<file path="src/include/dpl_pkg.sv">
// Shared constants and types for the parallel input latch link
package dpl_pkg;
	localparam int DATA_W = 10;
	localparam logic [9:0] CODE_FULL = 10'h3FF;
	localparam logic [10:0] CODE_SPAN = 11'h400;
	localparam int FIFO_DEPTH = 8;
	localparam int CLK_PERIOD_NS = 25;
	localparam int SLEEP_ENTER_NS = 50;
	localparam int SLEEP_EXIT_NS = 5000;
	// Entry is a longest time: round down, at least one cycle
	localparam int SLEEP_ENTER_CYC = (SLEEP_ENTER_NS / CLK_PERIOD_NS) < 1 ? 1 :
		(SLEEP_ENTER_NS / CLK_PERIOD_NS);
	// Wake is a least time: round up
	localparam int SLEEP_EXIT_CYC = (SLEEP_EXIT_NS + CLK_PERIOD_NS - 1) / CLK_PERIOD_NS;
	localparam int SAMPLE_DIV = 2;
	localparam logic [1:0] STRAP_GND = 2'h0;
	localparam logic [1:0] STRAP_SUPPLY = 2'h1;
	localparam logic [1:0] STRAP_FLOAT = 2'h2;
	typedef enum logic [1:0] {DPL_CLK_SINGLE, DPL_CLK_DIFF, DPL_CLK_PECL} dpl_clk_mode_type;
endpackage

</file>
<file path="src/include/dpl_link_if.sv">
// Interface joining the data source and the converter front end
`timescale 1ns/1ps
interface dpl_link_if;
	import dpl_pkg::*;
	logic sample_en;
	logic [DATA_W-1:0] sample_word;
	logic sleep;
	logic [1:0] clock_mode_strap;
	modport source (output sample_en, output sample_word, output sleep,
		output clock_mode_strap);
	modport device (input sample_en, input sample_word, input sleep,
		input clock_mode_strap);
endinterface

</file>
<file path="src/verilog/dpl_device.sv">
// Converter front end: latches sample words and forms current codes
// Summary of operation
// - Ten-bit unsigned binary word, MSB first
// - Edge-triggered capture ignores mid-cycle input changes
// - Output updates only on sample edge, except that sleep entry clears it on the next clock
// - Code 1023: true full, complement zero
// - True is code, complement is 1023 minus code
// - Source keeps both clock phases wide enough
// - Source changes data on falling phase
// - Strap selects single, differential or PECL mode
// - Single-ended mode drives positive input only
// - Floating strap enables PECL termination
// - Sleep high powers down outputs
// - Down within 50 ns, wake 5 us
`timescale 1ns/1ps
module dpl_device
	import dpl_pkg::*;
#(
	parameter int WAKE_CYCLES = SLEEP_EXIT_CYC
) (
	// Clock and reset
	input wire logic ref_clk,
	input wire logic rst_n,
	// Link
	dpl_link_if.device link,
	// Converter outputs
	output logic [DATA_W-1:0] true_current_output,
	output logic [DATA_W-1:0] complement_current_output,
	output logic output_valid,
	output logic powered_down,
	// Clock receiver controls
	output logic [1:0] clock_mode,
	output logic pecl_term_en
);
	typedef enum logic [1:0] {DPL_RUN, DPL_SLEEP, DPL_WAKE} dpl_pwr_type;
	dpl_pwr_type pwr_reg, pwr_next;
	logic [12:0] wake_cnt_reg, wake_cnt_next;
	logic [DATA_W-1:0] code_reg;
	logic [DATA_W-1:0] true_reg;
	logic [DATA_W-1:0] comp_reg;
	logic valid_reg;
	logic down_reg;
	logic [1:0] mode_reg;
	logic pecl_reg;
	logic [1:0] strap_ff1_reg;
	logic [1:0] strap_ff2_reg;
	dpl_clk_mode_type mode_next;
	// Complement is full code minus the code, never negative
	function automatic logic [DATA_W-1:0] comp_code(input logic [DATA_W-1:0] c);
		comp_code = CODE_FULL - c;
	endfunction
	// Strap decode; unknown codes fall back to PECL as a float would
	assign mode_next = (strap_ff2_reg == STRAP_GND) ? DPL_CLK_SINGLE :
		(strap_ff2_reg == STRAP_SUPPLY) ? DPL_CLK_DIFF : DPL_CLK_PECL;
	wire running = (pwr_reg == DPL_RUN);
	// Capture only on the sample edge
	wire capture = link.sample_en;
	// Power state: sleep takes one cycle, well inside the entry limit
	always_comb
	begin
		pwr_next = pwr_reg;
		wake_cnt_next = wake_cnt_reg;
		unique case (pwr_reg)
			DPL_RUN:
				if (link.sleep)
					pwr_next = DPL_SLEEP;
			DPL_SLEEP:
				if (!link.sleep)
				begin
					pwr_next = DPL_WAKE;
					wake_cnt_next = '0;
				end
			DPL_WAKE:
				if (link.sleep)
					pwr_next = DPL_SLEEP;
				else if (wake_cnt_reg == 13'(WAKE_CYCLES - 1))
					pwr_next = DPL_RUN;
				else
					wake_cnt_next = wake_cnt_reg + 13'h0001;
		endcase
	end
	// Strap synchroniser; first stage feeds only the second
	always_ff @(posedge ref_clk or negedge rst_n)
	begin
		if (!rst_n)
		begin
			strap_ff1_reg <= STRAP_GND;
			strap_ff2_reg <= STRAP_GND;
			mode_reg <= 2'h0;
			pecl_reg <= 1'b0;
		end
		else
		begin
			strap_ff1_reg <= link.clock_mode_strap;
			strap_ff2_reg <= strap_ff1_reg;
			mode_reg <= mode_next;
			pecl_reg <= (mode_next == DPL_CLK_PECL);
		end
	end
	// Power state register
	always_ff @(posedge ref_clk or negedge rst_n)
	begin
		if (!rst_n)
		begin
			pwr_reg <= DPL_RUN;
			wake_cnt_reg <= '0;
		end
		else
		begin
			pwr_reg <= pwr_next;
			wake_cnt_reg <= wake_cnt_next;
		end
	end
	// Code latch loads the link word on every capture, outputs only when the next power state is run; held between edges
	always_ff @(posedge ref_clk or negedge rst_n)
	begin
		if (!rst_n)
		begin
			code_reg <= '0;
			true_reg <= '0;
			comp_reg <= CODE_FULL;
			valid_reg <= 1'b0;
			down_reg <= 1'b0;
		end
		else
		begin
			down_reg <= (pwr_next != DPL_RUN);
			if (capture)
				code_reg <= link.sample_word;
			if (pwr_next != DPL_RUN)
			begin
				// Currents off in sleep and while waking
				true_reg <= '0;
				comp_reg <= '0;
				valid_reg <= 1'b0;
			end
			else if (capture)
			begin
				true_reg <= link.sample_word;
				comp_reg <= comp_code(link.sample_word);
				valid_reg <= running;
			end
		end
	end
	assign true_current_output = true_reg;
	assign complement_current_output = comp_reg;
	assign output_valid = valid_reg;
	assign powered_down = down_reg;
	assign clock_mode = mode_reg;
	assign pecl_term_en = pecl_reg;
endmodule // dpl_device

</file>
<file path="src/flat_wrapper.sv">
// flat-port wrapper written by rule: the top's interface ports become plain ports
module dpl_device_flat import dpl_pkg::*;
#(
	parameter int WAKE_CYCLES = SLEEP_EXIT_CYC
)
  (ref_clk, rst_n, true_current_output, complement_current_output, output_valid, powered_down, clock_mode, pecl_term_en, link_sample_en, link_sample_word, link_sleep, link_clock_mode_strap);
  dpl_link_if link_i ();
  input wire logic ref_clk;
  input wire logic rst_n;
  output logic [DATA_W-1:0] true_current_output;
  output logic [DATA_W-1:0] complement_current_output;
  output logic output_valid;
  output logic powered_down;
  output logic [1:0] clock_mode;
  output logic pecl_term_en;
  input wire logic [$bits(link_i.sample_en)-1:0] link_sample_en;
  input wire logic [$bits(link_i.sample_word)-1:0] link_sample_word;
  input wire logic [$bits(link_i.sleep)-1:0] link_sleep;
  input wire logic [$bits(link_i.clock_mode_strap)-1:0] link_clock_mode_strap;
  assign link_i.sample_en = link_sample_en;
  assign link_i.sample_word = link_sample_word;
  assign link_i.sleep = link_sleep;
  assign link_i.clock_mode_strap = link_clock_mode_strap;
  dpl_device #(.WAKE_CYCLES(WAKE_CYCLES)) u_core (.ref_clk(ref_clk), .rst_n(rst_n), .link(link_i), .true_current_output(true_current_output), .complement_current_output(complement_current_output), .output_valid(output_valid), .powered_down(powered_down), .clock_mode(clock_mode), .pecl_term_en(pecl_term_en));
endmodule
</file>
<file path="config.mk">
export PLATFORM = sky130hd
export DESIGN_NAME = dpl_device_flat
export DESIGN_NICKNAME = d
export VERILOG_FILES = /design/src/include/dpl_pkg.sv /design/src/include/dpl_link_if.sv /design/src/verilog/dpl_device.sv /design/src/flat_wrapper.sv
export SDC_FILE = /design/constraint.sdc
export NUM_CORES = 1
export LEC_CHECK = 0
export ABC_CLOCK_PERIOD_IN_PS = 2130
export BUFFER_PORTS_ARGS = -buffer_cell sky130_fd_sc_hd__buf_2
export CORE_ASPECT_RATIO = 0.5
export CORE_UTILIZATION = 25
export CTS_CLUSTER_DIAMETER = 50
export CTS_CLUSTER_SIZE = 14
export DETAILED_ROUTE_END_ITERATION = 16
export PLACE_DENSITY = 0.51
export SETUP_SLACK_MARGIN = 0.4
export SLEW_MARGIN = 0
export SYNTH_ARGS = -nofsm -noshare
export SYNTH_HDL_FRONTEND = slang
export SYNTH_SLANG_ARGS = --single-unit
</file>
<file path="constraint.sdc">
create_clock -name ref_clk -period 2.13 [get_ports ref_clk]
set_input_delay 0.426 -clock ref_clk [delete_from_list [all_inputs] [get_ports ref_clk]]
set_output_delay 0.426 -clock ref_clk [all_outputs]
set_load 0.02 [all_outputs]
</file>
# Word-level counts from Yosys, hierarchy flattened
# Cells that the tools add are included.
[op_classes] addsub=2 eq_ne=8 n_mux=17 reduce_logical=6
[ops] operator="10-bit two-way mux" count=4
[ops] operator="13-bit two-way mux" count=3
[ops] operator="13-bit one-hot mux with 2 select lines" count=1
[ops] operator="13-bit by 1-bit adder with 13-bit output, second input constant" count=1
[ops] operator="13-bit by 8-bit == test with 1-bit output, second input constant" count=1
[ops] operator="2-bit two-way mux" count=6
[ops] operator="10-bit subtractor, first input constant" count=1
[ops] operator="2-bit inequality test, second input constant" count=3
[ops] operator="2-bit one-hot mux with 3 select lines" count=1
[ops] operator="2-bit nonzero test" count=3
[ops] operator="2-bit by 1-bit == test with 1-bit output, second input constant" count=2
[ops] operator="2-bit == test, second input constant" count=2
[ops] operator="2-bit zero test" count=2
[ops] operator="4-bit AND reduction" count=1
[ops] operator="1-bit two-way mux" count=2
[totals] reg_bits=44 in_bits=16 output_inout_bits=25

# Logic depth before layout (Yosys ltp)
[logic_depth] ltp_word=6 mapped_depth=7 depth_no_buf=6

# Worst setup path before layout
# Ideal clock, no wire load.
[synth_timing] path_kind="reg-to-reg" start="register u_core.pwr_reg[1]" end="register u_core.true_reg[1] (netlist: u_core.true_current_output[1])" t_arrival_ps=1834 t_required_ps=1986 path_slack_ps=152 stages_incl_launch_ff=8 n_path_buf=1 synth_period_minus_slack_ps=1978 path_cell_list="dfrtp_1 > inv_1 > ha_1 > nand2b_1 > a21oi_1 > o21ai_0 > clkbuf_1 > a21oi_2"
[synth_between] elab_chain_cells=5 elab_cells_between_ends=11
[synth_lines] item="start, declared" line_no="dpl_device.sv:36" text="dpl_pwr_type pwr_reg, pwr_next;"
[synth_lines] item="start signal, assigned" line_no="dpl_device.sv:110" text="pwr_reg <= pwr_next;"
[synth_lines] item="2-bit two-way mux" line_no="dpl_device.sv:76" text="else if (wake_cnt_reg == 13'(WAKE_CYCLES - 1))"
[synth_lines] item="2-bit two-way mux" line_no="dpl_device.sv:74" text="if (link.sleep)"
[synth_lines] item="2-bit one-hot mux with 3 select lines *" line_no="dpl_device.sv:63" text="unique case (pwr_reg)"
[synth_lines] item="2-bit nonzero test *" line_no="dpl_device.sv:130" text="if (pwr_next != DPL_RUN)"
[synth_lines] item="10-bit two-way mux or 2-bit nonzero test (tied branches)"
[synth_lines] item="end signal, assigned" line_no="dpl_device.sv:139" text="true_reg <= link.sample_word;"
[synth_lines] item="end, declared" line_no="dpl_device.sv:39" text="logic [DATA_W-1:0] true_reg;"
# Mark *: on every way between the ends. The rest lies on a longest branch, timed or not.
# A chain may end at the register's enable or synchronous reset.

# Worst setup path after layout
[layout_timing] start="register u_core.wake_cnt_reg[12]" end="register u_core.true_reg[5] (netlist: u_core.true_current_output[5])"
[layout_between] elab_chain_cells=6 elab_cells_between_ends=7
[layout_lines] item="start, declared" line_no="dpl_device.sv:37" text="logic [12:0] wake_cnt_reg, wake_cnt_next;"
[layout_lines] item="start signal, assigned" line_no="dpl_device.sv:111" text="wake_cnt_reg <= wake_cnt_next;"
[layout_lines] item="13-bit by 8-bit == test with 1-bit output *" line_no="dpl_device.sv:76"
[layout_lines] item="2-bit two-way mux *" line_no="dpl_device.sv:76"
[layout_lines] item="2-bit two-way mux *" line_no="dpl_device.sv:74"
[layout_lines] item="2-bit one-hot mux with 3 select lines *" line_no="dpl_device.sv:63"
[layout_lines] item="2-bit nonzero test *" line_no="dpl_device.sv:130"
[layout_lines] item="10-bit two-way mux or 2-bit nonzero test (tied branches)"
# Marks and branches as above.

==> run_results.csv <==
group,metric,value,unit
status,status,"finished clean",
floorplan,die_w,140,µm
yosys,netlist_area,0.00238,mm²
placement,place_area,0.00275,mm²
yosys,synth.net_count,236,
final_layout,drive_gt1_share,51.1,%
drt,ant_nets,0,
global_route,overflow,0,
sta,rsz0062_at_grt,"true",
setup_path,crit_fanout,5,
floorplan,core-area,0.00898,mm²
clock_tree,cts_tree,"built",
sta,finClkSkew,0.00641,ns
final_layout,n_antenna_cell,0,
clock_tree,hold_buffers,0,
global_route,grt_pass1_vias,1868,
pwr,power_density,1260,mW/mm²
global_route,grt_max_degree,44,
final_layout,largest_reg_flops,13,
yosys,syn_avg_cell_area,11.0,µm²
floorplan,io_pins,41,
floorplan,num_rows,24,
clock_tree,cts_inserted_buffers,5,
yosys,ys_warn_count,0,
sta,setup_viol,0,
sta,post-route-min-period,1.88,ns
floorplan,die_area,0.00996,mm²
placement,dp.cells,369,
setup_path,cp.required,2.35,ns
sta,final_max_slew_viol_count,0,
global_route,antenna_found_initial,0,
pwr,leakagePower,1.36,nW
final_layout,final_nets,297,
yosys,synth_cell_types,37,
drt,num_vias,1828,
clock_tree,cts_buffer_depth,2,
sta,slew_headroom,62.7,%
final_layout,final_common_cell,"buf_2",
sta,setup_tns,0,ns
pwr,irDropWorstVdd,0.505,mV
clock_tree,cts_root_buf,"clkbuf_16",
drt,finalWirelength,5770,µm
placement,hpwl,3710,µm
drt,wl_per_cell,14.6,µm
clock_tree,clk_latency,0.28,ns
final_layout,finalNonFillerCells,395,
sta,period_share,88.4,%
global_route,grt_pass1_wl,9700,µm
placement,numPortBuffers,40,
setup_path,startpoint_type,"flip-flop",
sta,hold_viol,0,
final_layout,final_cell_mix,"buf_2, dfrtp_1, o211ai_1",
setup_path,endpoint_kind,"flip-flop",
yosys,syn-instance-count,216,
setup_path,crit_arrival,2.10,ns
clock_tree,cts_num_sinks,43,
min_path,hold_path.class,"in2async",
floorplan,start_util,26.6,%
clock_tree,htreeDepth,2,
drt,remaining_drc_errors,0,
placement,place_congestion,0.846,
clock_tree,clkTransAtPathRegs,0.06,ns
global_route,track_usage,12.5,%
drt,drtIter0Drc,89,
setup_path,crit_type,"reg2reg",
yosys,ys_ff_latch,43,
final_layout,fill_cells,879,
sta,worst_slew_pin_slew,0.559,ns
drt,viasPerCell,4.63,
floorplan,die_h,71.1,µm
drt,drt-pass1-iter-count,4,
run,cap_violations,0,
sta,fmax,0.531,GHz
final_layout,synthToLayoutAreaGrowth,33.6,%
sta,holdWs,0.213,ns
yosys,synth-seq-area-share,45.6,%
final_layout,fin_area,0.00319,mm²
==> critical path, stage by stage (launching register included) <==
cell,delay (ns)
dfrtp_1,0.38
or4_4,0.58
o311ai_4,0.33
buf_12,0.17
clkbuf_16,0.14
o211ai_1,0.10
a21oi_2,0.13
==> path summary, 6_finish.rpt <==
| kind | from | endpoint | slack (ns) | cells past startpoint |
|---|---|---|---|---|
| setup / recovery | u_core.wake_cnt_reg[12] | u_core.true_current_output[5] | 0.25 | 6 |
| hold / removal | rst_n | u_core.wake_cnt_reg[4] | 0.21 | 2 |
| setup reg to reg | u_core.wake_cnt_reg[12] | u_core.true_current_output[5] | 0.25 | 6 |
| hold reg to reg | u_core.strap_ff1_reg[1] | u_core.strap_ff2_reg[1] | 0.35 | 0 |
| max in group asynchronous | rst_n | u_core.wake_cnt_reg[3] | 1.50 | 2 |
| min in group ref_clk | link_clock_mode_strap[0] | u_core.strap_ff1_reg[0] | 0.25 | 1 |
==> Yosys cell counts, drive strengths merged <==
| cell | count | area (µm²) |
|---|---|---|
| a21o | 3 | 23.8 |
| a21oi | 25 | 200 |
| a221o | 2 | 20.0 |
| a22o | 1 | 10.0 |
| and2 | 2 | 12.5 |
| and3 | 1 | 6.26 |
| buf | 8 | 73.8 |
| clkbuf | 8 | 63.8 |
| dfrtp | 33 | 826 |
| dfstp | 10 | 263 |
| ha | 4 | 50.1 |
| inv | 15 | 56.3 |
| mux2 | 12 | 135 |
| mux2i | 10 | 100 |
| nand2 | 9 | 33.8 |
| nand2b | 1 | 6.26 |
| nand3 | 6 | 42.5 |
| nand4 | 4 | 25.0 |
| nor2 | 10 | 37.5 |
| nor2b | 2 | 12.5 |
| nor3 | 9 | 56.3 |
| nor4 | 4 | 25.0 |
| o211ai | 22 | 165 |
| o21ai | 3 | 15.0 |
| o21bai | 1 | 7.51 |
| o311ai | 1 | 26.3 |
| o31ai | 1 | 7.51 |
| or4 | 2 | 22.5 |
| xnor2 | 7 | 61.3 |
==> routing by layer <==
| metal | share of wire, % | vias up | routed length [µm] | global-route usage (%) |
|---|---|---|---|---|
| met2 | 50 | 27 | 2880 | 21.3 |
| li1 | - | 899 | - | - |
| met5 | 0 | - | 0 | 0 |
| met4 | 1.6 | 0 | 90 | 4.40 |
| met1 | 46 | 894 | 2640 | 15.5 |
| met3 | 2.6 | 8 | 152 | 2.98 |
==> timing repair <==
item                                    in CTS  in global routing
pin swaps                                    7                  7
hold endpoints to repair                     0                  0
buffers inserted                            11                  4
cloned                                       1                  2
endpoints found under the setup margin      36                 33
resized for setup                            8                  9
==> stage by stage <==
stage | power, mW | setup WS (ns) | util (%)
floorplan | 2.50 | 0.371 | -
global placement | 2.99 | 0.287 | 30.7
detailed placement | 3.03 | 0.205 | 30.7
CTS | 3.95 | 0.262 | 34.2
global route | 4.27 | 0.188 | 35.5
finish | 4.01 | 0.248 | 35.5
==> final cells by class <==
class | count | area (µm²) | share of cell area, %
Sequential cell | 43 | 1090 | 34.2
Clock buffer | 7 | 153 | 4.79
Inverter | 15 | 56.3 | 1.77
Tap cell | 117 | 146 | 4.59
Timing Repair Buffer | 70 | 551 | 17.3
Clock inverter | 1 | 7.51 | 0.236
Multi-Input combinational cell | 142 | 1180 | 37.1
==> cell families after synthesis <==
logic type	after synthesis	synth area share (%)
AOI/OAI and AO/OA	59	19.9
and+or+nand+nor	50	11.8
DFF	43	45.6
buffers and inverters	31	8.13
muxes	22	9.86
xor gates and xnor gates	7	2.57
adders and majority gates	4	2.10
==> where the power goes <==
| part | total, mW | internal [mW] | leakage (nW) | switching [mW] |
|---|---|---|---|---|
| sequential | 1.22 | 1.09 | 0.537 | 0.127 |
| clock | 0.816 | 0.499 | 0.0761 | 0.317 |
| combinational | 1.97 | 0.811 | 0.751 | 1.16 |
(Power assumes the default switching activity.)
